### config.mk
export PLATFORM = sky130hd
export DESIGN_NAME = quad_encoder
export DESIGN_NICKNAME = d
export VERILOG_FILES = /design/src/include/quad_enc_pkg.sv /design/src/verilog/pin_filter.sv /design/src/verilog/quad_encoder.sv
export VERILOG_INCLUDE_DIRS = /design/src /design/src/include
export SDC_FILE = /design/constraint.sdc
export NUM_CORES = 1
export LEC_CHECK = 0
export ABC_AREA = 0
export ABC_CLOCK_PERIOD_IN_PS = 6900
export CAP_MARGIN = 25
export CELL_PAD_IN_SITES_DETAIL_PLACEMENT = 1
export CELL_PAD_IN_SITES_GLOBAL_PLACEMENT = 1
export CORE_ASPECT_RATIO = 1.1
export CORE_MARGIN = 2
export CORE_UTILIZATION = 53
export CTS_CLUSTER_DIAMETER = 50
export DETAILED_ROUTE_END_ITERATION = 10
export DONT_BUFFER_PORTS = 1
export MAX_ROUTING_LAYER = met4
export PLACE_DENSITY_LB_ADDON = 0.1
export REMOVE_ABC_BUFFERS = 1
export SLEW_MARGIN = 0
export SYNTH_ARGS = -nofsm -noshare
export SYNTH_HDL_FRONTEND = slang
export SYNTH_SLANG_ARGS = --single-unit
### constraint.sdc
create_clock -name hclk -period 6.9 [get_ports hclk]
set_input_delay 0.69 -clock hclk [delete_from_list [all_inputs] [get_ports hclk]]
set_output_delay 0.69 -clock hclk [all_outputs]
set_load 0.05 [all_outputs]
### src/include/quad_enc_cfg.svh
/*
  Register offsets, field positions, reset values and codes of the
  quadrature encoder interface. Assumes inclusion by bare name.
*/
`ifndef QUAD_ENC_CFG_SVH
`define QUAD_ENC_CFG_SVH

// register byte offsets
`define ADDR_CTRL 8'h00
`define ADDR_IOC 8'h04
`define ADDR_POS 8'h08
`define ADDR_ICAP 8'h0C
`define ADDR_GEC 8'h10
`define ADDR_EVT 8'h14

// encoder_control fields
`define CTRL_EN 15
`define CTRL_IDLE 13
`define CTRL_PIM_HI 12
`define CTRL_PIM_LO 10
`define CTRL_IMV_HI 9
`define CTRL_IMV_LO 8
`define CTRL_PRE_HI 6
`define CTRL_PRE_LO 4
`define CTRL_POL 3
`define CTRL_GATE 2
`define CTRL_CCM_HI 1
`define CTRL_CCM_LO 0
`define CTRL_WMASK 16'hBF7F
`define CTRL_RESET 16'h0000

// encoder_io_control fields
`define IOC_CAP 15
`define IOC_FLT 14
`define IOC_SWAP 8
`define IOC_HPOL 7
`define IOC_IPOL 6
`define IOC_BPOL 5
`define IOC_APOL 4
`define IOC_WMASK 16'hC1F0
`define IOC_RESET 16'h0000

// event register bits
`define EVT_INDEX 0
`define EVT_HOME 1
`define EVT_INIT 2

// position init mode codes
`define PIM_NONE 3'h0
`define PIM_RESET 3'h1
`define PIM_NEXT 3'h2
`define PIM_FIRST 3'h3
`define PIM_SECOND 3'h4
`define PIM_GEC 3'h5
`define PIM_MOD 3'h6
`define PIM_RSVD 3'h7

// counter control mode codes
`define CCM_QUAD 2'h0
`define CCM_EXTDIR 2'h1
`define CCM_EXTCNT 2'h2
`define CCM_TIMER 2'h3

`define IMV_OFF 2'h0
`define HSIZE_WORD 3'h2
`define PRE_FULL 7'h7F
`define PRE_MAXCODE 3'h7
`define FILT_LEN 3

`endif

### src/include/quad_enc_pkg.sv
/*
  Types of the quadrature encoder interface: pin bundle, home
  sequencing states and the block's state outside the pin filters. Assumes the cfg
  header is compiled alongside.
*/
package quad_enc_pkg;

  typedef struct packed {
    logic a;
    logic b;
    logic index;
    logic home;
  } pins_t;

  typedef enum logic [1:0] {
    HS_IDLE = 2'b00,
    HS_ARMED = 2'b01,
    HS_SECOND = 2'b11
  } home_state_t;

  typedef struct packed {
    logic [15:0] ctrl;
    logic [15:0] ioc;
    logic [31:0] pos;
    logic [31:0] icap;
    logic [31:0] gec;
    logic [2:0] evt;
    home_state_t hs;
    logic [6:0] pre;
    pins_t prev;
    logic wr_pend;
    logic [7:0] wr_addr;
    logic [31:0] rdata;
    logic ready;
  } qe_state_t;

endpackage

### src/verilog/pin_filter.sv
/*
  One encoder input: two-flop synchroniser, polarity inversion and an
  optional all-samples-agree noise filter. Assumes a free pin input.
*/
`timescale 1ns/1ps
module pin_filter #(
  parameter int LEN = 3
) (
  // clock and reset
  input wire logic hclk,
  input wire logic hresetn,
  // pin and controls
  input wire logic pin_raw,
  input wire logic invert,
  input wire logic filter_en,
  // cleaned level
  output logic level
);
  typedef struct packed {
    logic [1:0] sync;
    logic [LEN-1:0] hist;
    logic level;
  } filt_t;

  filt_t s;
  filt_t next_s;
  logic pol_level;

  always_comb begin
    next_s = s;
    // first flop feeds only the second
    next_s.sync = {s.sync[0], pin_raw};
    pol_level = s.sync[1] ^ invert;
    next_s.hist = {s.hist[LEN-2:0], pol_level};
    if (!filter_en) begin
      next_s.level = pol_level;
    end else if (&s.hist) begin
      next_s.level = 1'b1;
    end else if (~|s.hist) begin
      next_s.level = 1'b0;
    end
  end

  always_ff @(posedge hclk or negedge hresetn) begin
    if (!hresetn) begin
      s <= '0;
    end else begin
      s <= next_s;
    end
  end

  assign level = s.level;
endmodule

### src/verilog/quad_encoder.sv
/*
  Quadrature encoder interface with AHB-Lite register slave: decoder,
  position counter, init modes, prescaler, gating and home capture.
  Assumes a single 100 MHz hclk and asynchronous pin inputs.
*/
// Chosen here: the placing of the registers and the AHB-Lite register port.
`timescale 1ns/1ps
`include "quad_enc_cfg.svh"
module quad_encoder
  import quad_enc_pkg::*;
#(
  parameter int FILT_LEN = `FILT_LEN
) (
  // clock and reset
  input wire logic hclk,
  input wire logic hresetn,
  // ahb-lite slave
  input wire logic hsel,
  input wire logic [31:0] haddr,
  input wire logic [1:0] htrans,
  input wire logic hwrite,
  input wire logic [2:0] hsize,
  input wire logic [31:0] hwdata,
  input wire logic hready,
  output logic [31:0] hrdata,
  output logic hreadyout,
  output logic hresp,
  // encoder pins
  input wire logic phase_a_input,
  input wire logic phase_b_input,
  input wire logic index_input,
  input wire logic home_input,
  input wire logic ext_gate_input,
  // system
  input wire logic device_idle
);
  qe_state_t s;
  qe_state_t next_s;
  pins_t f;
  logic gate_f;
  logic sa, sb;
  logic [6:0] pre_mask;
  logic tick, run, tick_run;
  logic step, quad_up, cnt_en, up;
  logic idx_rise, home_rise, ab_match, match_clr;
  logic [2:0] pim_eff;
  logic [1:0] ccm;
  logic [3:0] pin_status;
  logic [2:0] evt_set;
  logic addr_ok;
  logic [31:0] rd;

  // polarity ahead of the filter; the gate pin is never inverted
  pin_filter #(.LEN(FILT_LEN)) u_fa (.hclk(hclk), .hresetn(hresetn),
    .pin_raw(phase_a_input), .invert(s.ioc[`IOC_APOL]),
    .filter_en(s.ioc[`IOC_FLT]), .level(f.a));
  pin_filter #(.LEN(FILT_LEN)) u_fb (.hclk(hclk), .hresetn(hresetn),
    .pin_raw(phase_b_input), .invert(s.ioc[`IOC_BPOL]),
    .filter_en(s.ioc[`IOC_FLT]), .level(f.b));
  pin_filter #(.LEN(FILT_LEN)) u_fi (.hclk(hclk), .hresetn(hresetn),
    .pin_raw(index_input), .invert(s.ioc[`IOC_IPOL]),
    .filter_en(s.ioc[`IOC_FLT]), .level(f.index));
  pin_filter #(.LEN(FILT_LEN)) u_fh (.hclk(hclk), .hresetn(hresetn),
    .pin_raw(home_input), .invert(s.ioc[`IOC_HPOL]),
    .filter_en(s.ioc[`IOC_FLT]), .level(f.home));
  pin_filter #(.LEN(FILT_LEN)) u_fg (.hclk(hclk), .hresetn(hresetn),
    .pin_raw(ext_gate_input), .invert(1'b0),
    .filter_en(s.ioc[`IOC_FLT]), .level(gate_f));

  always_comb begin
    next_s = s;
    ccm = s.ctrl[`CTRL_CCM_HI:`CTRL_CCM_LO];
    // external count and timer modes and the reserved code leave init mode inactive
    pim_eff = s.ctrl[`CTRL_PIM_HI:`CTRL_PIM_LO];
    if (ccm[1] || pim_eff == `PIM_RSVD) begin
      pim_eff = `PIM_NONE;
    end
    sa = s.ioc[`IOC_SWAP] ? f.b : f.a;
    sb = s.ioc[`IOC_SWAP] ? f.a : f.b;
    pin_status = {f.home, f.index, sb, sa};
    // prescaler: tick when the low code bits are all ones
    next_s.pre = s.pre + 7'h01;
    pre_mask = `PRE_FULL >> (`PRE_MAXCODE -
      s.ctrl[`CTRL_PRE_HI:`CTRL_PRE_LO]);
    tick = (s.pre & pre_mask) == pre_mask;
    run = s.ctrl[`CTRL_EN]
      && !(s.ctrl[`CTRL_IDLE] && device_idle)
      && (!s.ctrl[`CTRL_GATE] || gate_f);
    tick_run = tick && run;
    // exactly one phase changed; both changing is dropped
    step = (sa ^ s.prev.a) ^ (sb ^ s.prev.b);
    quad_up = sa ^ s.prev.b;
    idx_rise = f.index && !s.prev.index;
    home_rise = f.home && !s.prev.home;
    case (ccm)
      `CCM_QUAD: begin
        cnt_en = step;
        up = quad_up ^ s.ctrl[`CTRL_POL];
      end
      `CCM_EXTDIR: begin
        cnt_en = sa && !s.prev.a;
        up = sb;
      end
      `CCM_EXTCNT: begin
        cnt_en = sa && !s.prev.a;
        up = !s.ctrl[`CTRL_POL];
      end
      default: begin
        cnt_en = 1'b1;
        up = !s.ctrl[`CTRL_POL];
      end
    endcase
    case (s.ctrl[`CTRL_IMV_HI:`CTRL_IMV_LO])
      2'h3: ab_match = sb && sa;
      2'h2: ab_match = sb && !sa;
      2'h1: ab_match = !sb && sa;
      default: ab_match = 1'b0;
    endcase
    match_clr = (ccm == `CCM_QUAD) && f.index && ab_match;
    evt_set = '0;
    if (tick) begin
      next_s.prev = {sa, sb, f.index, f.home};
    end
    if (tick_run) begin
      if (cnt_en) begin
        if (pim_eff == `PIM_MOD && up && s.pos == s.gec) begin
          next_s.pos = '0;
        end else if (pim_eff == `PIM_MOD && !up && s.pos == '0) begin
          next_s.pos = s.gec;
        end else if (up) begin
          next_s.pos = s.pos + 32'h1;
        end else begin
          next_s.pos = s.pos - 32'h1;
        end
      end
      if (home_rise) begin
        evt_set[`EVT_HOME] = 1'b1;
        if (pim_eff == `PIM_FIRST || pim_eff == `PIM_SECOND) begin
          next_s.hs = HS_ARMED;
        end
      end
      if (match_clr) begin
        next_s.pos = '0;
      end else if (idx_rise) begin
        evt_set[`EVT_INDEX] = 1'b1;
        case (pim_eff)
          `PIM_RESET: next_s.pos = '0;
          `PIM_NEXT: next_s.pos = s.icap;
          `PIM_FIRST: begin
            if (s.hs == HS_ARMED) begin
              next_s.pos = s.icap;
              next_s.hs = HS_IDLE;
              evt_set[`EVT_INIT] = 1'b1;
            end
          end
          `PIM_SECOND: begin
            if (s.hs == HS_ARMED) begin
              next_s.hs = HS_SECOND;
            end else if (s.hs == HS_SECOND) begin
              next_s.pos = s.icap;
              next_s.hs = HS_IDLE;
              evt_set[`EVT_INIT] = 1'b1;
            end
          end
          default: next_s.pos = next_s.pos;
        endcase
      end
      if (pim_eff == `PIM_GEC && s.pos == s.gec) begin
        next_s.pos = '0;
      end
    end
    if (pim_eff != `PIM_FIRST && pim_eff != `PIM_SECOND) begin
      next_s.hs = HS_IDLE;
    end
    // read mux for the address phase
    case (haddr[7:0])
      `ADDR_CTRL: rd = {16'h0000, s.ctrl};
      `ADDR_IOC: rd = {16'h0000, s.ioc[15:4], pin_status};
      `ADDR_POS: rd = s.pos;
      `ADDR_ICAP: rd = s.icap;
      `ADDR_GEC: rd = s.gec;
      `ADDR_EVT: rd = {29'h0, s.evt};
      default: rd = 32'h0000_0000;
    endcase
    addr_ok = hsel && hready && htrans[1] && hsize == `HSIZE_WORD
      && haddr[31:8] == 24'h000000;
    next_s.wr_pend = addr_ok && hwrite;
    if (addr_ok) begin
      next_s.wr_addr = haddr[7:0];
    end
    if (addr_ok && !hwrite) begin
      next_s.rdata = rd;
    end
    next_s.ready = 1'b1;
    // software write lands in the data phase; a set beats its clear
    next_s.evt = s.evt | evt_set;
    if (s.wr_pend) begin
      case (s.wr_addr)
        `ADDR_CTRL: next_s.ctrl = hwdata[15:0] & `CTRL_WMASK;
        `ADDR_IOC: next_s.ioc = hwdata[15:0] & `IOC_WMASK;
        `ADDR_POS: next_s.pos = hwdata;
        `ADDR_ICAP: next_s.icap = hwdata;
        `ADDR_GEC: next_s.gec = hwdata;
        `ADDR_EVT: next_s.evt = (s.evt & ~hwdata[2:0]) | evt_set;
        default: next_s.evt = next_s.evt;
      endcase
    end
    // capture outranks a same-cycle software write
    if (tick_run && home_rise && s.ioc[`IOC_CAP]) begin
      next_s.icap = s.pos;
    end
  end

  always_ff @(posedge hclk or negedge hresetn) begin
    if (!hresetn) begin
      s <= '0;
      s.ctrl <= `CTRL_RESET;
      s.ioc <= `IOC_RESET;
    end else begin
      s <= next_s;
    end
  end

  assign hrdata = s.rdata;
  assign hreadyout = s.ready;
  assign hresp = 1'b0;
endmodule

==> results.cfg, run 1 <==
[clocking]
tritoncts = yes
ctsResizeCount = 0
postCtsSetupRepairBufs = 0
clk_latency_ns = 0.54
h-tree-depth = 1
numCtsBuffers = 26
root_buffer = clkbuf_16
clk_pin_slew_worst_paths_ns = 0.06
clkSinkCount = 205
holdBufCountCts = 1
ctsLongestPathBuffers = 3

[finish]
n_antenna_cell = 0
layout_commonest_cell = dfrtp_1
ff_latch_area_um2 = 5131
num-fill-cells = 2686
fin_nets = 1449
multi_input_area_um2 = 6972
drive_above_1_share_pct = 12.09
final_cell_mix = dfrtp_1 (204), nand2_1 (158), nor2_1 (104)
syn_to_final_growth_pct = 7.198

[worst_setup_path]
regToRegSetupSlack_ns = 1.98
worstPathCellList = inv_1 -> ha_1 -> nor3_1 -> a21oi_1 -> o21ai_2 -> xnor2_1 -> ha_1 -> nand3_1 -> nor4_1 -> nand2_1 -> nor3_1 -> o21ai_1 -> mux2i_1 -> xnor2_1 -> or4_1 -> a21oi_1
worstSetupPathType = reg2reg
cp-end-kind = flip-flop
crit_buf_inv = 1
cp_top_family = simple AND/OR/NAND/NOR gates
critPathLaunchType = flip-flop
crit_slowest_cell = ha_1
cp.required_ns = 7.37
cpPeakStageDelay_ns = 0.61
arrival_ns = 5.38
cp_max_fo = 13

[global_routing]
grt_use_total_pct = 39.81
antenna_found_initial = 0
grt_overflow = 0
top_usage_layer = met2
grtUsageMet2_pct = 66.80
grt_max_degree = 206
first_global_vias = 12980
grt_use_met3_pct = 6.427
met1_usage_pct = 47.26
grt_pass1_wl_um = 77060

[min_path]
hold_path.class = in2reg

[power_and_ir_drop]
leakagePower_uw = 0.005580
ir_drop_mv = 0.2524
p_per_area_nw_per_um2 = 226.6

[sta]
fin_crit_sh_pct = 71.24
fin_crit_ns = 4.916
hold_viol = 0
tightest_slew_ns = 1.103
fmax_ghz = 0.2034
whs_ns = 0.1749
rsz0062_at_grt = no
tns_ns = 0
max_slew_margin_pct = 25.89
slew_violations = 0
finalSetupViolations = 0
fin_skew_ns = 0.01094

[synth]
synth_edf_count = 0
synth_cell_types = 77
yosys_warnings = 0
syn_area_per_cell_um2 = 8.728
synth_area_um2 = 12790
ys_ff_latch = 205
async_reset_ff_share_pct = 100.0
synthCells = 1466
seq_area_frac_synth_pct = 40.09
ys.flop_type = dfrtp_1

[floorplanning]
fp.dieH_um = 167.0
num_io_pins = 114
dieArea_um2 = 25400
die-width_um = 152.1
core_um2 = 23700
start_util_pct = 53.99
placementRows = 59

[drt]
via_per_inst = 7.194
first_iter_violations = 1075
wl_per_cell_um = 29.52
vias = 12130
route.antenna.remaining_nets = 0
drt_wl_total_um = 49760
dr.pass1.iters = 7
drc = 0

[placed_design]
gp_congestion = 0.9982
port_buffers = 0
post-dp-hpwl_um = 31760

[status]
outcome = finished clean

[run]
drv_cap = 0
[final cells by class]
cell class	instances	share of cell area, %
clock buffers	28	5.026
clock inverters	18	1.879
inverters	15	0.4105
multi-input cells	1087	50.83
flip-flops and latches	205	37.41
well taps	305	2.782
repair buffers	28	1.660
[synth_stat cells (22+ instances only)]
| cell type | count | share of area, % |
|---|---|---|
| dfrtp_1 | 205 | 40 |
| nand2_1 | 159 | 4.7 |
| clkbuf_1 | 110 | 3.2 |
| nor2_1 | 105 | 3.1 |
| a21oi_1 | 84 | 3.3 |
| nand3_1 | 76 | 3.0 |
| o21ai_0 | 70 | 2.7 |
| mux2_2 | 64 | 5.6 |
| a31oi_1 | 48 | 2.3 |
| xnor2_1 | 47 | 3.2 |
| nor3_1 | 35 | 1.4 |
| buf_4 | 33 | 1.9 |
| and3_1 | 31 | 1.5 |
| nor4_1 | 31 | 1.5 |
| a222oi_1 | 29 | 2.3 |
| nand4_1 | 23 | 1.1 |
| a22oi_1 | 22 | 1.3 |
[metal layers]
layer	routed length, um	up-vias
met1	19100	6190
met4	2457	0
met2	24690	552
li1	-	5230
met3	3515	157
met5	0	-
[cell families after synthesis]
kind of cell	Yosys count	share of synthesized area (%)
DFF	205	40.09
buffers and inverters	174	6.190
and+or+nand+nor	522	19.88
muxes	81	7.002
adders and majority gates	6	0.5867
other	2	0.05870
AOI/OAI and AO/OA	419	22.08
xor gates and xnor gates	57	4.107
[sequential cells by signal, summed over array words and instances, names as in the netlist]
register     cells
ccm              2
hrdata          32
u_fb.level       1
u_fb.next_s      3
u_fh.s           2
u_fi.level       1
hreadyout        1
u_fg.next_s      3
s              140
u_fh.next_s      3
u_fg.s           2
u_fh.level       1
u_fg.level       1
u_fa.level       1
u_fa.s           2
u_fa.next_s      3
u_fi.next_s      3
u_fi.s           2
u_fb.s           2
[per-stage QoR]
| step | power [uW] | instance area, um2 | worst slack, ns | std cells | utilization, % |
|---|---|---|---|---|---|
| CTS | 3114 | 13710 | 2.042 | 1685 | 57.86 |
| floorplan | 1490 | 12060 | 2.122 | 1307 | - |
| global placement | 1576 | 12740 | 2.089 | 1638 | 53.75 |
| detailed placement | 1584 | 12740 | 2.073 | 1638 | 53.75 |
| global route | 3194 | 13720 | 1.700 | 1686 | 57.88 |
| finish | 3108 | 13720 | 1.984 | 1686 | 57.88 |
[power by group]
group | switching [uW] | internal (uW)
registers | 99.9 | 1240
clock network | 587 | 922
logic | 154 | 105
total | 841 | 2270
[final timing paths]
check,start,end,depth (start not counted)
setup / recovery,ccm[1],s[144],16
hold / removal,home_input,u_fh.next_s[5],0
setup reg to reg,ccm[1],s[144],16
hold reg to reg,u_fh.next_s[5],u_fh.s[5],0
max in group asynchronous,hresetn,s[41],1
min in group asynchronous,hresetn,s[117],1
No activity file was read; power rests on OpenSTA's default activity.
==> inputs of run 2 (changes only) <==
--- a/config.mk
+++ b/config.mk
@@ -7,13 +7,13 @@
 export NUM_CORES = 1
 export LEC_CHECK = 0
 export ABC_AREA = 0
-export ABC_CLOCK_PERIOD_IN_PS = 6900
+export ABC_CLOCK_PERIOD_IN_PS = 4500
 export CAP_MARGIN = 25
 export CELL_PAD_IN_SITES_DETAIL_PLACEMENT = 1
 export CELL_PAD_IN_SITES_GLOBAL_PLACEMENT = 1
 export CORE_ASPECT_RATIO = 1.1
 export CORE_MARGIN = 2
-export CORE_UTILIZATION = 53
+export CORE_UTILIZATION = 45
 export CTS_CLUSTER_DIAMETER = 50
 export DETAILED_ROUTE_END_ITERATION = 10
 export DONT_BUFFER_PORTS = 1
==> constraint.sdc (replaced) <==
create_clock -name hclk -period 4.5 [get_ports hclk]
set_input_delay 0.45 -clock hclk [delete_from_list [all_inputs] [get_ports hclk]]
set_output_delay 0.45 -clock hclk [all_outputs]
set_load 0.05 [all_outputs]
==> run 2 against run 1 <==
Net effect: the run now ends with negative hold slack left; wire length about the same; clock skew fell by 0.0013 ns; highest routed layer unchanged; global-route usage decreased by 5.2 points.
==> results.cfg, run 2 (synthesized netlist as in run 1, its figures left out) <==
[placed_design]
dp_slack_ns = 0.5932
post-dp-hpwl_um = 34160
place_area_um2 = 13100
port_buffers = 0
gp_congestion = 1.007

[floorplanning]
die-width_um = 164.8
dieArea_um2 = 29800
start_util_pct = 45.91
fp.dieH_um = 180.9
num_io_pins = 114
core_um2 = 27870
placementRows = 64

[finish]
fin_nets = 1493
num-fill-cells = 3191
syn_to_final_growth_pct = 10.23
layout_commonest_cell = dfrtp_1
max_flop_register = s
final_core_util_pct = 50.61
largest_reg_flops = 140
final_cell_mix = dfrtp_1 (205), nand2_1 (158), nor2_1 (104)
drive_above_1_share_pct = 14.44
final_area_um2 = 14100
n_antenna_cell = 0

[worst_setup_path]
cp_top_family = simple AND/OR/NAND/NOR gates
cpPeakStageDelay_ns = 0.50
cp-end-kind = flip-flop
worstSetupPathType = reg2reg
crit_slowest_cell = dfrtp_1
arrival_ns = 4.42
cp_max_fo = 8
worstPathCellList = inv_1 -> ha_1 -> nor3_1 -> a21oi_1 -> buf_4 -> o21ai_2 -> xnor2_1 -> ha_1 -> nand3_1 -> nor4_1 -> nand2_1 -> nor3_1 -> buf_4 -> o21ai_1 -> mux2i_1 -> xnor2_1 -> or4_1 -> a21oi_1
crit_buf_inv = 3
critPathLaunchType = flip-flop
cp.required_ns = 4.97

[sta]
fin_skew_ns = 0.009632
fin_crit_sh_pct = 87.82
setup_slack_ns = 0.5481
fin_crit_ns = 3.952
slew_violations = 0
hold_viol = 205
rsz0062_at_grt = no
tns_ns = 0
finalSetupViolations = 0
whs_ns = -0.4131
fmax_ghz = 0.2530
max_slew_margin_pct = 24.91
tightest_slew_ns = 1.118

[status]
outcome = finished, violations left
violations = negative hold slack

[drt]
via_per_inst = 6.719
first_iter_violations = 1120
route.antenna.remaining_nets = 0
drc = 0
dr.pass1.iters = 6
drt_wl_total_um = 49770
vias = 12030
wl_per_cell_um = 27.81

[clocking]
ctsResizeCount = 0
holdBufCountCts = 5
ctsLongestPathBuffers = 3
numCtsBuffers = 28
tritoncts = yes
clk_pin_slew_worst_paths_ns = 0.06
h-tree-depth = 1
root_buffer = clkbuf_16
postCtsSetupRepairBufs = 0
clkSinkCount = 205
clk_latency_ns = 0.55

[global_routing]
grt_pass1_wl_um = 76970
grt_overflow = 0
antenna_found_initial = 0
grt_max_degree = 206
first_global_vias = 12870
grt_use_total_pct = 34.63

[power_and_ir_drop]
ir_drop_mv = 0.3111
leakagePower_uw = 0.005784
p_per_area_nw_per_um2 = 334.8

[min_path]
hold_path.class = in2async

[run]
drv_cap = 0
-- run 2: through the flow --
step	hold WS (ns)	instances	total power, uW
6_report	-0.4131	1790	4722
5_1_grt	-0.4260	1790	4888
4_1_cts	-0.4287	1790	4755
3_5_place_dp	0.1607	1735	2440
3_3_place_gp	0.1606	1734	2432
2_1_floorplan	0.1544	1307	2284
-- run 2: path summary, 6_finish.rpt --
| check | from | end | slack [ns] | cells past startpoint |
|---|---|---|---|---|
| setup / recovery | ccm[1] | s[144] | 0.55 | 18 |
| hold / removal | hresetn | s[117] | -0.41 | 0 |
| setup reg to reg | ccm[1] | s[144] | 0.55 | 18 |
| hold reg to reg | u_fh.next_s[5] | u_fh.s[5] | 0.35 | 0 |
| max in group asynchronous | hresetn | s[118] | 4.26 | 0 |
| min in group hclk | hwdata[31] | s[153] | 0.02 | 2 |
-- run 2: layout make-up --
cell class / count / area, um2 / share of cell area (%)
Multi-Input combinational cell: 1087 / 6967 / 49.40
Sequential cell: 205 / 5130 / 36.37
Clock buffer: 32 / 747.0 / 5.296
Timing Repair Buffer: 70 / 538.0 / 3.815
Tap cell: 363 / 454.2 / 3.220
Clock inverter: 18 / 211.5 / 1.499
Inverter: 15 / 56.30 / 0.3992
-- run 2: routing by layer --
metal  share of wire (%)  routed length, um  vias up  GRT usage [%]
met4                 4.2               2089        0          13.43
li1                    -                  -     5321              -
met5                   0                  0        -              -
met3                 5.4               2670      110          4.637
met2                  50              24710      402          57.39
met1                  41              20310     6194          42.80
-- run 2: worst reg2reg max path: cells and delay by family (launching register included) --
kind	cells	cell delay, ns
AND/OR/NAND/NOR	6	1.47
buffers and inverters	3	0.54
flip-flops	1	0.50
adder cells (fa/ha/maj)	2	0.50
AO/OA/AOI/OAI	4	0.39
multiplexers	1	0.25
XOR/XNOR	2	0.24
-- run 2: where the power goes --
| group | total [uW] | switching [uW] | internal [uW] |
|---|---|---|---|
| sequential | 2030 | 124 | 1900 |
| combinational | 398 | 224 | 173 |
| clock | 2300 | 919 | 1380 |
==> inputs of run 3 (changes only) <==
--- a/config.mk
+++ b/config.mk
@@ -6,14 +6,14 @@
 export SDC_FILE = /design/constraint.sdc
 export NUM_CORES = 1
 export LEC_CHECK = 0
-export ABC_AREA = 0
+export ABC_AREA = 1
 export ABC_CLOCK_PERIOD_IN_PS = 4500
 export CAP_MARGIN = 25
 export CELL_PAD_IN_SITES_DETAIL_PLACEMENT = 1
 export CELL_PAD_IN_SITES_GLOBAL_PLACEMENT = 1
 export CORE_ASPECT_RATIO = 1.1
 export CORE_MARGIN = 2
-export CORE_UTILIZATION = 45
+export CORE_UTILIZATION = 43
 export CTS_CLUSTER_DIAMETER = 50
 export DETAILED_ROUTE_END_ITERATION = 10
 export DONT_BUFFER_PORTS = 1
==> run 3 against run 2 <==
Net effect: the run still ends with negative hold slack left; sequential share of layout area down 0.99 points; clock-buffer cell count increased by 3; synthesized area increased by 5.2%; core utilization down 3.4 points; cell area grew 2.8%; first-iteration DRC count is 29% lower; setup slack improved by 0.39 ns; via count increased by 11%; clock skew increased by 0.028 ns; sequential power shrank 7%; die area increased by 9.9%; maximum frequency rose by 11%; critical endpoint is now s[142]; largest cell class unchanged.
==> results.cfg, run 3 <==
[clocking]
h-tree-depth = 1
holdBufCountCts = 5
ctsResizeCount = 0
ctsLongestPathBuffers = 3
tritoncts = yes
numCtsBuffers = 27
clk_latency_ns = 0.56
root_buffer = clkbuf_16
clkSinkCount = 205
clk_pin_slew_worst_paths_ns = 0.06

[worst_setup_path]
crit_buf_inv = 3
cp.depth = 21
critPathLaunchType = flip-flop
crit_path_start = ccm[1]
r2r-start = ccm[1]
cp_max_fo = 23
endpoint = s[142]
worstRegToRegCells = 21
worstSetupPathType = reg2reg
arrival_ns = 4.03
cp_top_family = simple AND/OR/NAND/NOR gates
cp.required_ns = 4.97
crit_slowest_cell = o21ai_0
worstPathCellList = inv_1 -> ha_1 -> nor3_1 -> a21oi_4 -> nand2_2 -> buf_4 -> nand2_1 -> nand2_1 -> nor2_1 -> nand2_1 -> o21ai_0 -> inv_1 -> nand2_1 -> nand2_1 -> nand3_1 -> nand2_1 -> nand2_1 -> nand2_1 -> nand2_1 -> nand2_1 -> a21oi_1
cpPeakStageDelay_ns = 0.53
r2r-end = s[142]
cp-end-kind = flip-flop
regToRegSetupSlack_ns = 0.94
cp_common_cell = nand2_1

[power_and_ir_drop]
p_per_area_nw_per_um2 = 282.0
ir_drop_mv = 0.2969
leakagePower_uw = 0.007034

[sta]
hold_viol = 205
slew_violations = 0
fin_skew_ns = 0.03810
fin_crit_ns = 3.559
whs_ns = -0.4071
rsz0062_at_grt = no
fin_crit_sh_pct = 79.09
tightest_slew_ns = 1.001
fmax_ghz = 0.2810
tns_ns = 0
finalSetupViolations = 0
max_slew_margin_pct = 32.87

[synth]
synthCells = 1904
seq_area_frac_synth_pct = 38.11
async_reset_ff_share_pct = 100.0
ys_ff_latch = 205
synth_edf_count = 0
synth.area.top_cells = dfrtp_1 (38%), nand2_1 (14%), o21ai_0 (5.6%)
syn_area_per_cell_um2 = 7.070
synthDominantCellAreaShare_pct = 38.11
synth_area_leader_cell = dfrtp_1
yosys_warnings = 0
yosysMostFrequentCell = nand2_1
synth_area_um2 = 13460
synth_commonest_cells = nand2_1 (504), dfrtp_1 (205), inv_1 (195)
ys.flop_type = dfrtp_1
synth_cell_types = 54

[status]
violations = negative hold slack
outcome = finished, violations left

[floorplanning]
die-width_um = 172.7
num_io_pins = 114
core_um2 = 30680
start_util_pct = 43.87
placementRows = 67
dieArea_um2 = 32740
fp.dieH_um = 189.6

[finish]
ff_latch_area_um2 = 5130
num-fill-cells = 3934
syn_to_final_growth_pct = 7.715
max_flop_register = s
drive_above_1_share_pct = 7.389
n_antenna_cell = 0
multi_input_area_um2 = 6880
final_cell_mix = nand2_1 (504), dfrtp_1 (205), inv_1 (194)
fin_nets = 1921
final_area_um2 = 14500
largest_reg_flops = 140
layout_commonest_cell = nand2_1

[drt]
route.top_layer_used = met4
wl_per_cell_um = 23.13
dr.pass1.iters = 5
route.antenna.remaining_nets = 0
vias = 13300
drc = 0
first_iter_violations = 797
via_per_inst = 5.866
drt_wl_total_um = 52460
wl_met3_um = 2194
met2RoutedLength_um = 26160
routedLengthMet1_um = 21440

[global_routing]
grt_use_total_pct = 32.75
first_global_vias = 14130
grt_overflow = 0
antenna_found_initial = 0
grt_pass1_wl_um = 81280
grt_max_degree = 206

[placed_design]
gp_congestion = 0.9572
place_area_um2 = 13560
port_buffers = 0
post-dp-hpwl_um = 37800

[min_path]
hold_path.class = in2async

[run]
drv_cap = 0
-- run 3: changes by cell type after synthesis, moves of 47 or more --
cell and change:
nand2_1 +345, inv_1 +180, o21ai_0 +81, mux2_2 -48, a21oi_1 +47, a31oi_1 -47
-- run 3: logic make-up after synthesis --
group / after synthesis / synth area share, %
simple gates: 870 / 27.73
compound gates: 421 / 18.55
buf+inv: 342 / 10.92
flops: 205 / 38.11
xor+xnor: 42 / 2.733
mux: 16 / 1.339
fa+ha+maj: 6 / 0.5577
other cells: 2 / 0.05579
-- run 3: per-stage QoR --
stage / total power, uW / instances / worst slack (ns) / utilization [%] / hold slack (ns)
2_1_floorplan: 1981 / 1767 / 0.5303 / - / 0.1544
3_3_place_gp: 2008 / 2213 / 1.050 / 44.12 / 0.1596
3_5_place_dp: 2013 / 2214 / 0.9879 / 44.19 / 0.1602
4_1_cts: 4123 / 2267 / 0.9783 / 47.21 / -0.4248
5_1_grt: 4202 / 2268 / 0.6373 / 47.26 / -0.4313
6_report: 4089 / 2268 / 0.9408 / 47.26 / -0.4071
-- run 3: repair_timing --
action / 4_1_cts / 5_1_grt
endpoints found under the setup margin: 0 / 0
endpoints found under the hold margin: 210 / 205
buffers inserted: 0 / 0
-- run 3: metal layers --
layer  GRT usage [%]  vias to the layer above
met1           37.98                     6573
met5               -                        -
met3           3.697                      156
met4           15.32                        0
met2           57.14                      365
li1                -                     6210
-- run 3: worst min path at each step --
stage	start	endpoint	slack (ns)	cells past startpoint
floorplan	hresetn	ccm[0]	0.15	0
global placement	hresetn	hrdata[17]	0.16	0
detailed placement	hresetn	hrdata[20]	0.16	0
CTS	hresetn	s[139]	-0.42	0
global route	hresetn	s[111]	-0.43	0
finish	hresetn	s[139]	-0.41	0
-- run 3: area by class of cell --
type                       instances  area share (%)
clock inverter                    13          0.7594
clock buffer                      35           5.281
timing repair buffer              39           2.244
sequential                       205           35.38
multi-input combinational       1357           47.45
tap                              414           3.573
inverter                         205           5.307
-- run 3: where the power goes --
group	total, uW	internal, uW	switching [uW]
clock network	2100	1250	850
logic	92.5	33.9	58.6
registers	1890	1870	22.2
